===== config.mk =====
export PLATFORM = sky130hd
export DESIGN_NAME = dhi_bridge
export DESIGN_NICKNAME = d
export VERILOG_FILES = /design/src/dhi_pkg.sv /design/src/dhi_fifo_if.sv /design/src/dhi_bridge.sv /design/src/dhi_fifo.sv
export SDC_FILE = /design/constraint.sdc
export NUM_CORES = 1
export LEC_CHECK = 0
export ABC_AREA = 0
export BUFFER_PORTS_ARGS = -buffer_cell sky130_fd_sc_hd__buf_2
export CAP_MARGIN = 25
export CORE_MARGIN = 4
export CORE_UTILIZATION = 58
export DETAILED_ROUTE_END_ITERATION = 7
export PLACE_DENSITY = 0.78
export SLEW_MARGIN = 20
export SYNTH_ARGS = -nofsm -noshare
export SYNTH_HDL_FRONTEND = slang
export SYNTH_SLANG_ARGS = --single-unit

===== constraint.sdc =====
create_clock -name clk -period 4.45 [get_ports clk]
set_input_delay 0.89 -clock clk [delete_from_list [all_inputs] [get_ports clk]]
set_output_delay 0.89 -clock clk [all_outputs]
set_load 0.02 [all_outputs]

===== src/dhi_pkg.sv =====
// Constants and types for the disk DMA host interface block.
// Assumes a single 125 MHz clock and synchronous active-low reset.
package dhi_pkg;
	// ------------------------------------------------------------
	// Address decoding
	// ------------------------------------------------------------
	localparam logic [7:0] DHI_BASE_HI = 8'hEF; // Default jumper base, address bits 19:12
	localparam logic [3:0] DHI_BASE_MID = 4'h3; // Address bits 11:8 of default base
	localparam logic [2:0] DHI_GRP_DATA = 3'h0; // Group 80/81: SASI data
	localparam logic [2:0] DHI_GRP_CTRL = 3'h2; // Group A0/A1: control register
	localparam logic [2:0] DHI_GRP_ADDR = 3'h4; // Group C0/C1: address register
	localparam logic [3:0] DHI_SEL_STAT = 4'h0; // Unqualified select: status read
	localparam logic [3:0] DHI_SEL_ADRLO = 4'h1; // Unqualified select: address low
	localparam logic [3:0] DHI_SEL_ADRHI = 4'h2; // Unqualified select: address high
	// ------------------------------------------------------------
	// Control register fields
	// ------------------------------------------------------------
	localparam int DHI_CTL_DMAEN = 0; // DMA enable
	localparam int DHI_CTL_SELECT = 1; // Controller select
	localparam int DHI_CTL_MEMWR = 2; // Direction: 1 = memory write
	localparam int DHI_CTL_LORAM = 3; // Transfers use on-board memory
	localparam logic [7:0] DHI_CTL_RESET = 8'h00; // Control register reset value
	// ------------------------------------------------------------
	// Timing
	// ------------------------------------------------------------
	localparam int DHI_PHASE_NS = 200; // Length of one DMA phase
	localparam int DHI_CLK_NS = 8; // Clock period
	localparam int DHI_PHASE_CYC = DHI_PHASE_NS / DHI_CLK_NS; // Cycles per phase
	localparam int DHI_TOUT_PHASES = 16; // Phases without request before release
	localparam int DHI_FIFO_DEPTH = 8; // Words held between host and controller
	// DMA cycle phases
	typedef enum logic [2:0] {DHI_IDLE, DHI_T1, DHI_T2, DHI_T3, DHI_T4, DHI_T5} dhi_phase_t;
endpackage


===== src/dhi_fifo_if.sv =====
// Handshake carrier between the main block and its data FIFO.
// Assumes both ends share one clock.
`timescale 1ns/1ps
interface dhi_fifo_if;
	logic [7:0] inData; // Word toward FIFO
	logic inValid; // Writer offers a word
	logic inReady; // FIFO has room
	logic [7:0] outData; // Word from FIFO
	logic outValid; // FIFO holds a word
	logic outReady; // Reader takes the word
	modport fifo (input inData, input inValid, output inReady,
		output outData, output outValid, input outReady);
	modport user (output inData, output inValid, input inReady,
		input outData, input outValid, output outReady);
endinterface


===== src/dhi_bridge.sv =====
// Disk DMA host interface: decode, control, data latches, DMA flow.
// Assumes host strobes already synchronous to clk; SASI lines likewise.
`timescale 1ns/1ps
module dhi_bridge (
	input wire logic clk,
	input wire logic rst_n,
	input wire logic [19:12] hostAddrHi, // Upper host address
	input wire logic [7:0] hostAdIn, // Multiplexed address/data bus in
	input wire logic hostIoNotMem, // I/O-versus-memory qualifier
	input wire logic hostAle, // Address latch strobe
	input wire logic hostRd_n, // Host read strobe
	input wire logic hostWr_n, // Host write strobe
	input wire logic [7:0] baseJumper, // Base address bits 19:12
	input wire logic holdAck, // Processor grants the bus
	input wire logic onboard_mem_latch_n, // Low-RAM read data strobe
	input wire logic [7:0] memDataIn, // Memory data during DMA read
	input wire logic sasiIoDir, // SASI I/O line, low = output
	input wire logic sasiCmdData, // SASI C/D line, high = data
	input wire logic controller_request, // SASI request, high active
	input wire logic [7:0] sasiData_n, // SASI data lines (inverted bus)
	output logic [7:0] hostAdOut, // Data toward host bus
	output logic hostAdOe, // Host bus driven by board
	output logic bufToHost, // Data buffer direction
	output logic external_io_override_n, // Open-collector override
	output logic extIoOe, // Override pull-down enable
	output logic [7:0] sasiDataOut_n, // SASI data out (inverted bus)
	output logic sasiDataOe, // SASI data driven
	output logic controller_select_n, // SASI select
	output logic sasiAck_n, // SASI acknowledge
	output logic hold, // Hold request to processor
	output logic [19:0] dmaAddr, // DMA memory address
	output logic dmaMemWr, // DMA cycle writes memory
	output logic dma_read_strobe_n, // Input latch drive strobe
	output logic write_select_group_a_n // Write select for data group
);
	import dhi_pkg::*;
	// ------------------------------------------------------------
	// Decode helpers
	// ------------------------------------------------------------
	// Group select from latched A7:A5; A4 and low nibble never examined
	function automatic logic grpHit(input logic [3:0] a74, input logic [2:0] grp);
		grpHit = (a74[3:1] == {1'b1, grp[2:1]});
	endfunction
	// Unqualified selects use A7:A4 fully
	function automatic logic selHit(input logic [3:0] a74, input logic [3:0] s);
		selHit = (a74 == s);
	endfunction
	// ------------------------------------------------------------
	// State record
	// ------------------------------------------------------------
	typedef struct packed {
		logic [3:0] addr74; // Latched A7:A4
		logic [7:0] ctl; // Control register
		logic dmaOn; // Reset-conditioned DMA enable
		logic [7:0] outLatch; // Host-to-controller data, held inverted for the bus
		logic [7:0] inLatch; // Controller-to-host data
		logic reqPrev; // Request seen last cycle
		logic wrPrev; // Write strobe last cycle
		logic dlPrev; // Low-RAM strobe last cycle
		logic newReq; // Pending data request
		logic [19:0] addr; // Memory address counter
		dhi_phase_t phase; // DMA cycle phase
		logic [4:0] phCnt; // Cycles within phase
		logic [4:0] tout; // Phases since last request
		logic [4:0] toutCyc; // Cycles toward next phase tick
		logic ack; // Acknowledge pending
		logic sel; // Controller select
		logic selPulse; // Select pulse from register write
		logic [7:0] hostOut; // Host bus data
		logic hostOe; // Host bus drive
		logic toHost; // Buffer direction
		logic extIo; // Override active
		logic sasiOe; // SASI drive
		logic holdQ; // Hold request
		logic drd; // Read strobe active
		logic wsA; // Data group write select
	} dhi_st_t;
	dhi_st_t st_q, st_d;
	// FIFO between output latch source and the SASI driver
	dhi_fifo_if fq();
	dhi_fifo #(.WIDTH(8), .DEPTH(DHI_FIFO_DEPTH)) u_fifo (
		.clk(clk),
		.rst_n(rst_n),
		.port(fq.fifo)
	);
	// ------------------------------------------------------------
	// Combinational decode
	// ------------------------------------------------------------
	logic boardSel, wrAct, rdAct, wsData, wsCtl, wsAddr, rsData, rsStat;
	logic csLo, csHi, reqFall, wrEnd, dlFall, t4Fall, loadOut;
	logic [7:0] loadVal;
	// Base compare on upper bits plus I/O qualifier
	assign boardSel = (hostAddrHi == baseJumper) && !hostIoNotMem;
	assign wrAct = boardSel && !hostWr_n;
	assign rdAct = boardSel && !hostRd_n;
	assign wsData = wrAct && grpHit(st_q.addr74, DHI_GRP_DATA);
	assign wsCtl = wrAct && grpHit(st_q.addr74, DHI_GRP_CTRL);
	assign wsAddr = wrAct && grpHit(st_q.addr74, DHI_GRP_ADDR);
	assign rsData = rdAct && grpHit(st_q.addr74, DHI_GRP_DATA);
	assign rsStat = rdAct && grpHit(st_q.addr74, DHI_GRP_CTRL);
	// Unqualified selects load the address counter bytes
	assign csLo = wrAct && selHit(st_q.addr74, DHI_SEL_ADRLO | 4'hC);
	assign csHi = wrAct && selHit(st_q.addr74, DHI_SEL_ADRHI | 4'hC);
	assign reqFall = st_q.reqPrev && !controller_request;
	assign wrEnd = !st_q.wrPrev && hostWr_n;
	assign dlFall = st_q.dlPrev && !onboard_mem_latch_n;
	assign t4Fall = (st_q.phase == DHI_T3) && (st_q.phCnt == 5'(DHI_PHASE_CYC - 1));
	// Select the output latch strobe by cycle kind
	always_comb
	begin
		loadOut = 1'b0;
		loadVal = hostAdIn;
		if (st_q.phase != DHI_IDLE && !st_q.ctl[DHI_CTL_MEMWR])
		begin
			loadVal = memDataIn;
			loadOut = st_q.ctl[DHI_CTL_LORAM] ? dlFall : t4Fall;
		end
		else if (wrEnd && grpHit(st_q.addr74, DHI_GRP_DATA) && boardSel)
			loadOut = 1'b1;
	end
	assign fq.inData = loadVal;
	assign fq.inValid = loadOut;
	// Drain toward the SASI latch only while output direction holds
	assign fq.outReady = !sasiIoDir;
	// ------------------------------------------------------------
	// Next state
	// ------------------------------------------------------------
	always_comb
	begin
		st_d = st_q;
		st_d.reqPrev = controller_request;
		st_d.wrPrev = hostWr_n;
		st_d.dlPrev = onboard_mem_latch_n;
		st_d.selPulse = 1'b0;
		if (hostAle)
			st_d.addr74 = hostAdIn[7:4];
		// Write-only control register
		if (wsCtl)
		begin
			st_d.ctl = hostAdIn;
			st_d.dmaOn = hostAdIn[DHI_CTL_DMAEN];
			st_d.selPulse = hostAdIn[DHI_CTL_SELECT];
		end
		// Controller select follows enable, pulsed by writes
		st_d.sel = st_q.dmaOn || st_d.selPulse;
		// Address counter load and per-byte increment
		if (csLo)
			st_d.addr[7:0] = hostAdIn;
		if (csHi)
			st_d.addr[19:8] = {baseJumper[3:0], hostAdIn};
		if (fq.outValid && fq.outReady)
			st_d.outLatch = ~fq.outData;
		// Input latch at falling edge of the request
		if (reqFall)
			st_d.inLatch = ~sasiData_n;
		// Data-phase requests only, and only while DMA on
		if (controller_request && !st_q.reqPrev && sasiCmdData && st_q.dmaOn)
			st_d.newReq = 1'b1;
		// Hold request and timeout
		if (st_q.newReq)
			st_d.holdQ = 1'b1;
		st_d.toutCyc = (st_q.toutCyc == 5'(DHI_PHASE_CYC - 1)) ? '0 : st_q.toutCyc + 1'b1;
		if (controller_request)
			st_d.tout = '0;
		else if (st_q.toutCyc == 5'(DHI_PHASE_CYC - 1) && st_q.tout != 5'(DHI_TOUT_PHASES))
			st_d.tout = st_q.tout + 1'b1;
		// Clear first so a new acknowledge in the same cycle wins
		if (st_q.ack && !controller_request)
			st_d.ack = 1'b0;
		// DMA cycle phases
		st_d.phCnt = (st_q.phCnt == 5'(DHI_PHASE_CYC - 1)) ? '0 : st_q.phCnt + 1'b1;
		case (st_q.phase)
			DHI_IDLE:
			begin
				st_d.phCnt = '0;
				if (st_q.newReq && st_q.holdQ && holdAck)
					st_d.phase = DHI_T1;
			end
			DHI_T1:
				if (st_q.phCnt == 5'(DHI_PHASE_CYC - 1))
					st_d.phase = DHI_T2;
			DHI_T2:
			begin
				st_d.newReq = 1'b0;
				if (st_q.phCnt == 5'(DHI_PHASE_CYC - 1))
					st_d.phase = DHI_T3;
			end
			DHI_T3:
				if (st_q.phCnt == 5'(DHI_PHASE_CYC - 1))
					st_d.phase = DHI_T4;
			DHI_T4:
				if (st_q.phCnt == 5'(DHI_PHASE_CYC - 1))
					st_d.phase = DHI_T5;
			DHI_T5:
			begin
				st_d.phase = DHI_IDLE;
				st_d.addr = st_q.addr + 20'h00001;
				st_d.ack = 1'b1;
			end
			default:
				st_d.phase = DHI_IDLE;
		endcase
		// Host-side byte moves also acknowledge
		if (rsData || wrEnd && grpHit(st_q.addr74, DHI_GRP_DATA) && boardSel)
			st_d.ack = 1'b1;
		// Release on completion or timeout
		if (st_q.phase == DHI_T5 && !st_q.newReq || st_q.tout == 5'(DHI_TOUT_PHASES))
			st_d.holdQ = 1'b0;
		// Read strobe: T2 of memory write or CPU read of data
		st_d.drd = (st_d.phase == DHI_T2 && st_q.ctl[DHI_CTL_MEMWR]) || rsData;
		// Host bus drive and direction
		st_d.toHost = rdAct || st_d.drd;
		st_d.hostOe = st_d.drd || rsStat;
		st_d.hostOut = rsStat ? {3'h0, sasiIoDir, sasiCmdData, controller_request,
			st_q.holdQ, st_q.dmaOn} : st_q.inLatch;
		st_d.extIo = boardSel;
		st_d.sasiOe = !sasiIoDir;
		st_d.wsA = wsData;
		// System reset clears the enable whatever was latched
		if (!st_q.dmaOn)
		begin
			st_d.newReq = 1'b0;
			st_d.holdQ = st_q.holdQ && st_q.phase != DHI_IDLE;
		end
	end
	// ------------------------------------------------------------
	// Registers
	// ------------------------------------------------------------
	always_ff @(posedge clk)
	begin
		if (!rst_n)
		begin
			st_q <= '0;
			st_q.ctl <= DHI_CTL_RESET;
			st_q.reqPrev <= 1'b0;
			st_q.wrPrev <= 1'b1;
			st_q.dlPrev <= 1'b1;
			st_q.phase <= DHI_IDLE;
		end
		else
			st_q <= st_d;
	end
	// ------------------------------------------------------------
	// Outputs from the state record, except the override level tied low
	// ------------------------------------------------------------
	assign hostAdOut = st_q.hostOut;
	assign hostAdOe = st_q.hostOe;
	assign bufToHost = st_q.toHost;
	assign external_io_override_n = 1'b0;
	assign extIoOe = st_q.extIo;
	assign sasiDataOut_n = st_q.outLatch;
	assign sasiDataOe = st_q.sasiOe;
	assign controller_select_n = !st_q.sel;
	assign sasiAck_n = !st_q.ack;
	assign hold = st_q.holdQ;
	assign dmaAddr = st_q.addr;
	assign dmaMemWr = st_q.ctl[DHI_CTL_MEMWR];
	assign dma_read_strobe_n = !st_q.drd;
	assign write_select_group_a_n = !st_q.wsA;
endmodule


===== src/dhi_fifo.sv =====
// Small flip-flop FIFO with valid/ready on both sides.
// Assumes one clock and synchronous active-low reset.
`timescale 1ns/1ps
module dhi_fifo #(
	parameter int WIDTH = 8,
	parameter int DEPTH = 8
) (
	input wire logic clk,
	input wire logic rst_n,
	dhi_fifo_if.fifo port
);
	import dhi_pkg::*;
	localparam int AW = $clog2(DEPTH);
	// ------------------------------------------------------------
	// State
	// ------------------------------------------------------------
	typedef struct packed {
		logic [DEPTH-1:0][WIDTH-1:0] mem; // Storage
		logic [AW-1:0] wrPtr; // Write index
		logic [AW-1:0] rdPtr; // Read index
		logic [AW:0] count; // Words held
	} dhi_fifo_st_t;
	dhi_fifo_st_t st_q, st_d;
	logic push, pop;
	// Honest flags straight from the count
	assign port.inReady = (st_q.count != (AW+1)'(DEPTH));
	assign port.outValid = (st_q.count != '0);
	assign port.outData = st_q.mem[st_q.rdPtr];
	assign push = port.inValid && port.inReady;
	assign pop = port.outValid && port.outReady;
	// Next state
	always_comb
	begin
		st_d = st_q;
		if (push)
		begin
			st_d.mem[st_q.wrPtr] = port.inData;
			st_d.wrPtr = (st_q.wrPtr == AW'(DEPTH-1)) ? '0 : st_q.wrPtr + 1'b1;
		end
		if (pop)
			st_d.rdPtr = (st_q.rdPtr == AW'(DEPTH-1)) ? '0 : st_q.rdPtr + 1'b1;
		if (push && !pop)
			st_d.count = st_q.count + 1'b1;
		else if (pop && !push)
			st_d.count = st_q.count - 1'b1;
	end
	// Register
	always_ff @(posedge clk)
	begin
		if (!rst_n)
			st_q <= '0;
		else
			st_q <= st_d;
	end
endmodule


==> reports/qor_table.md <==
| Quantity | Value |
|:---|:---|
| DP Area | 7960 µm² |
| Switching Share | 25.2% |
| Required time reported for the critical path endpoint | 4800 ps |
| Die Span X | 123 µm |
| Later-pin clock latency in the skew report | 420 ps |
| Number of instances in the synthesized netlist | 800 |
| CTS H-tree depth | 4 |
| Mapped Nets | 866 |
| Power dissipated by switching net loads | 0.823 mW |
| Global-route wire length before repair | 28800 µm |
| Antenna violations before repair | 0 |
| Crit path max fanout | 9 |
| Util after Layout | 66.8% |
| Element type at the critical path start | register |
| CTS max path bufs | 2 |
| Vias per std cell | 5.80 |
| Area Overhead vs Synth | 11.3% |
| Antenna Violating Nets Remaining | 0 |
| Result of the run | complete, no violations |
| Footprint of the multi-input gates | 4000 µm² |
| Endpoint kind of the worst setup timing path | register |
| EDFF count, synth | 0 |
| Number of global-route vias before repair | 5888 |
| Synthesis Warnings | 0 |
| Post-CTS Setup Repair Bufs | 0 |
| Count of fill cells added during filler insertion | 990 |
| Total routed wirelength | 17700 µm |
| Worst slew margin relative to its limit | 32.1% |
| Post-synth ARST share | 0% |
| Clock tree from TritonCTS | yes |
| Dominant cell type by area after synthesis | sky130_fd_sc_hd__dfxtp_1 |
| Die area | 15100 µm² |
| Met2 WL post-DR | 8620 µm |
| Sequential cell area | 3120 µm² |
| Ratio of cells with drive above 1 in the final layout | 20.4% |
| Number of top-level pins | 98 |
| WL met1 | 7800 µm |
| Worst Hold Margin | 453 ps |
| Total number of nets in the final design | 909 |
| Clock transition at the register clock pins on the worst setup and hold paths after CTS | 60 ps |
| Most used flip-flop cell after synthesis | sky130_fd_sc_hd__dfxtp_1 |
| Syn_area_per_cell | 9.58 µm² |
| Transition time of the tightest slew-check pin | 1020 ps |
| Sequential group share of total power | 46.0% |
| Remaining routing DRC violations | 0 |
| Relative contribution of combinational cells to total power | 11.9% |
| Core Box Area | 12800 µm² |
| Sum Neg Setup Slack | 0 ps |
| Setup violators final | 0 |
| Worst clock skew | 6.17 ps |
| Critical path data arrival time | 4020 ps |
| Cell-internal power | 2.44 mW |
| Type of the setup path with the least slack | register to register |
| Max Cap Violations | 0 |
| Total non-filler cell area in the finished layout | 8530 µm² |
| Share of Yosys cell area claimed by the top area cell type | 40.7% |
| DIE HEIGHT | 123 µm |
| Site Rows | 41 |
| Amount of wire on met3 after detailed routing | 890 µm |
| Fmax | 272 MHz |
| Number of vias after detailed routing | 5950 |
| Final RePlAce weighted congestion | 0.865 |
| Detailed-route wire length per cell | 17.2 µm |
| Final critical delay including setup and external delays | 3670 ps |
| Maximum number of pins on one net before global-route repair | 103 |
| Overall overflow remaining after global route | 0 |
| Seq cells post-synth | 156 |
| CTS root buf | sky130_fd_sc_hd__clkbuf_16 |
| Count of inserted antenna diode cells | 0 |
| Largest vdd supply drop | 0.284 mV |
| Share of synthesized area occupied by flip-flops and latches | 40.7% |
| Number of buffer cells added on primary ports | 96 |
| Largest cells by area after synthesis | sky130_fd_sc_hd__dfxtp_1, sky130_fd_sc_hd__mux2i_1, sky130_fd_sc_hd__nand2_1 |
| Kind of path behind the tightest hold check | register to register |
| Half-perimeter wire length after placement | 12400 µm |
| Uppermost metal layer occupied by signal nets | met4 |
| Post-Syn Area | 7670 µm² |
| Unrepaired setup endpoints after global routing | false |
| Number of distinct standard cells referenced by the synthesized netlist | 65 |
| Starting Density | 60.0% |
| Final cycle utilization of the critical path | 82.6% |
| Clk network pwr share | 42.1% |
| Total of hold buffers inserted after clock tree synthesis | 0 |
| Number of pins with negative max-slew slack in the final report | 0 |
| Violation count after the first detailed-route iteration | 406 |
| Number of placed instances, taps included | 996 |
| Post-CTS resize count | 0 |
| Count of non-filler cells in the finished layout | 1026 |
| First-pass DRT Iterations | 5 |
| Clock sink total | 156 |
| Overall fraction of global-route tracks in use | 24.3% |
| Number of hold violations in the final report | 0 |
| Clock buffers created by TritonCTS | 17 |
| Cell leakage power | 3.22 nW |
| Power density cells | 383 nW/µm² |
-- power by group through the flow --
stage                     Clock, mW  Combinational (mW)  Sequential (mW)
after floorplan                   0               0.329             1.50
after global placement            0               0.374             1.53
after detailed placement          0               0.389             1.53
after CTS                      1.39               0.391             1.50
after global routing           1.45               0.432             1.51
final                          1.37               0.388             1.50
-- worst max-delay path, cell delays in order, from the launching register on --
cell and delay [ps]:
sky130_fd_sc_hd__dfxtp_1 380, sky130_fd_sc_hd__inv_1 60, sky130_fd_sc_hd__ha_1 190, sky130_fd_sc_hd__nand4b_1 280
sky130_fd_sc_hd__nor4_2 110, sky130_fd_sc_hd__o31ai_4 730, sky130_fd_sc_hd__a21oi_1 280, sky130_fd_sc_hd__ha_1 300
sky130_fd_sc_hd__inv_1 110, sky130_fd_sc_hd__ha_1 240, sky130_fd_sc_hd__a21o_1 180, sky130_fd_sc_hd__a21oi_1 170
sky130_fd_sc_hd__xnor2_1 90, sky130_fd_sc_hd__or3_1 310, sky130_fd_sc_hd__a21oi_1 150
-- layout by cell type, fill, tap and decap left out, types with 6 or more instances in the layout --
cell / count
sky130_fd_sc_hd__nand3_1: 19
sky130_fd_sc_hd__a211oi_1: 12
sky130_fd_sc_hd__nor2_1: 55
sky130_fd_sc_hd__a21oi_1: 33
sky130_fd_sc_hd__ha_1: 14
sky130_fd_sc_hd__o21ai_0: 7
sky130_fd_sc_hd__and3_1: 7
sky130_fd_sc_hd__mux4_2: 16
sky130_fd_sc_hd__nand4_1: 10
sky130_fd_sc_hd__mux2i_1: 96
sky130_fd_sc_hd__xor2_1: 17
sky130_fd_sc_hd__a2111oi_4: 7
sky130_fd_sc_hd__nand3b_1: 6
sky130_fd_sc_hd__buf_4: 7
sky130_fd_sc_hd__xnor2_1: 7
sky130_fd_sc_hd__inv_1: 24
sky130_fd_sc_hd__nand2_1: 123
sky130_fd_sc_hd__a31oi_1: 11
sky130_fd_sc_hd__nor3_1: 13
sky130_fd_sc_hd__mux2_2: 9
sky130_fd_sc_hd__buf_2: 96
sky130_fd_sc_hd__nand2b_1: 9
sky130_fd_sc_hd__clkbuf_16: 17
sky130_fd_sc_hd__dfxtp_1: 156
-- per-layer routing --
metal  vias up  global-route usage (%)
li1       2868                       -
met1      2891                    30.8
met2       157                    39.8
met3        34                    5.81
met4         0                    10.3
met5         -                       0
-- per-stage QoR --
step | total power, mW | setup WS (ps)
final | 3.26 | 776
after global routing | 3.39 | 490
after CTS | 3.29 | 750
after detailed placement | 1.92 | 431
after global placement | 1.91 | 635
after floorplan | 1.83 | 778
-- synthesized netlist by cell type (all sizes together), types with 2 or more instances --
master   count
o211a        3
nor4b        2
buf         49
a31oi       11
mux4        16
a311oi       2
nand4       10
clkbuf      30
o22ai        2
dfxtp      156
nand3       19
mux2         9
o21ai        7
a21oi       33
or3          5
inv         24
mux2i       96
ha          14
a22oi        3
nor4         7
and2         5
nor2        55
a211oi      14
nand2b       9
nor3        14
xor2        17
a221oi       2
nand2      123
a2111oi      7
or2          3
xnor2        7
nand3b       6
and3         7
nor3b        3
nand4b       2
o21a         4
and3b        2
and4         2
-- registers in the layout, summed over array words and instances, names as in the netlist, 8 cells and up --
name,count
st_q,40
dmaAddr,20
sasiDataOut_n,8
u_fifo.st_q,74
hostAdOut,8
-- layout make-up --
| cell class | instances | area share (%) |
|---|---|---|
| Clock buffer | 25 | 5.93 |
| Timing Repair Buffer | 103 | 6.25 |
| Inverter | 25 | 1.10 |
| Multi-Input combinational cell | 540 | 46.9 |
| Sequential cell | 156 | 36.6 |
| Clock inverter | 5 | 0.689 |
| Tap cell | 172 | 2.52 |
-- path summary, 6_finish.rpt --
| path | endpoint | depth (start not counted) | slack, ps | start |
|---|---|---|---|---|
| max | u_fifo.st_q[3] | 14 | 780 | st_q[28] |
| min | sasiDataOut_n[4] | 2 | 450 | sasiDataOut_n[4] |
| max reg2reg | u_fifo.st_q[3] | 14 | 780 | st_q[28] |
| min reg2reg | sasiDataOut_n[4] | 2 | 450 | sasiDataOut_n[4] |
-- cell families after synthesis --
| kind of cell | after synthesis | share of synthesized area (%) |
|---|---|---|
| buf+inv | 104 | 7.17 |
| fa+ha+maj | 15 | 2.55 |
| other cells | 1 | 0.0489 |
| mux | 121 | 18.6 |
| compound gates | 102 | 11.2 |
| flops | 156 | 40.7 |
| simple gates | 277 | 17.0 |
| xor+xnor | 24 | 2.74 |
Note: power is estimated with default switching activity, not from simulation.
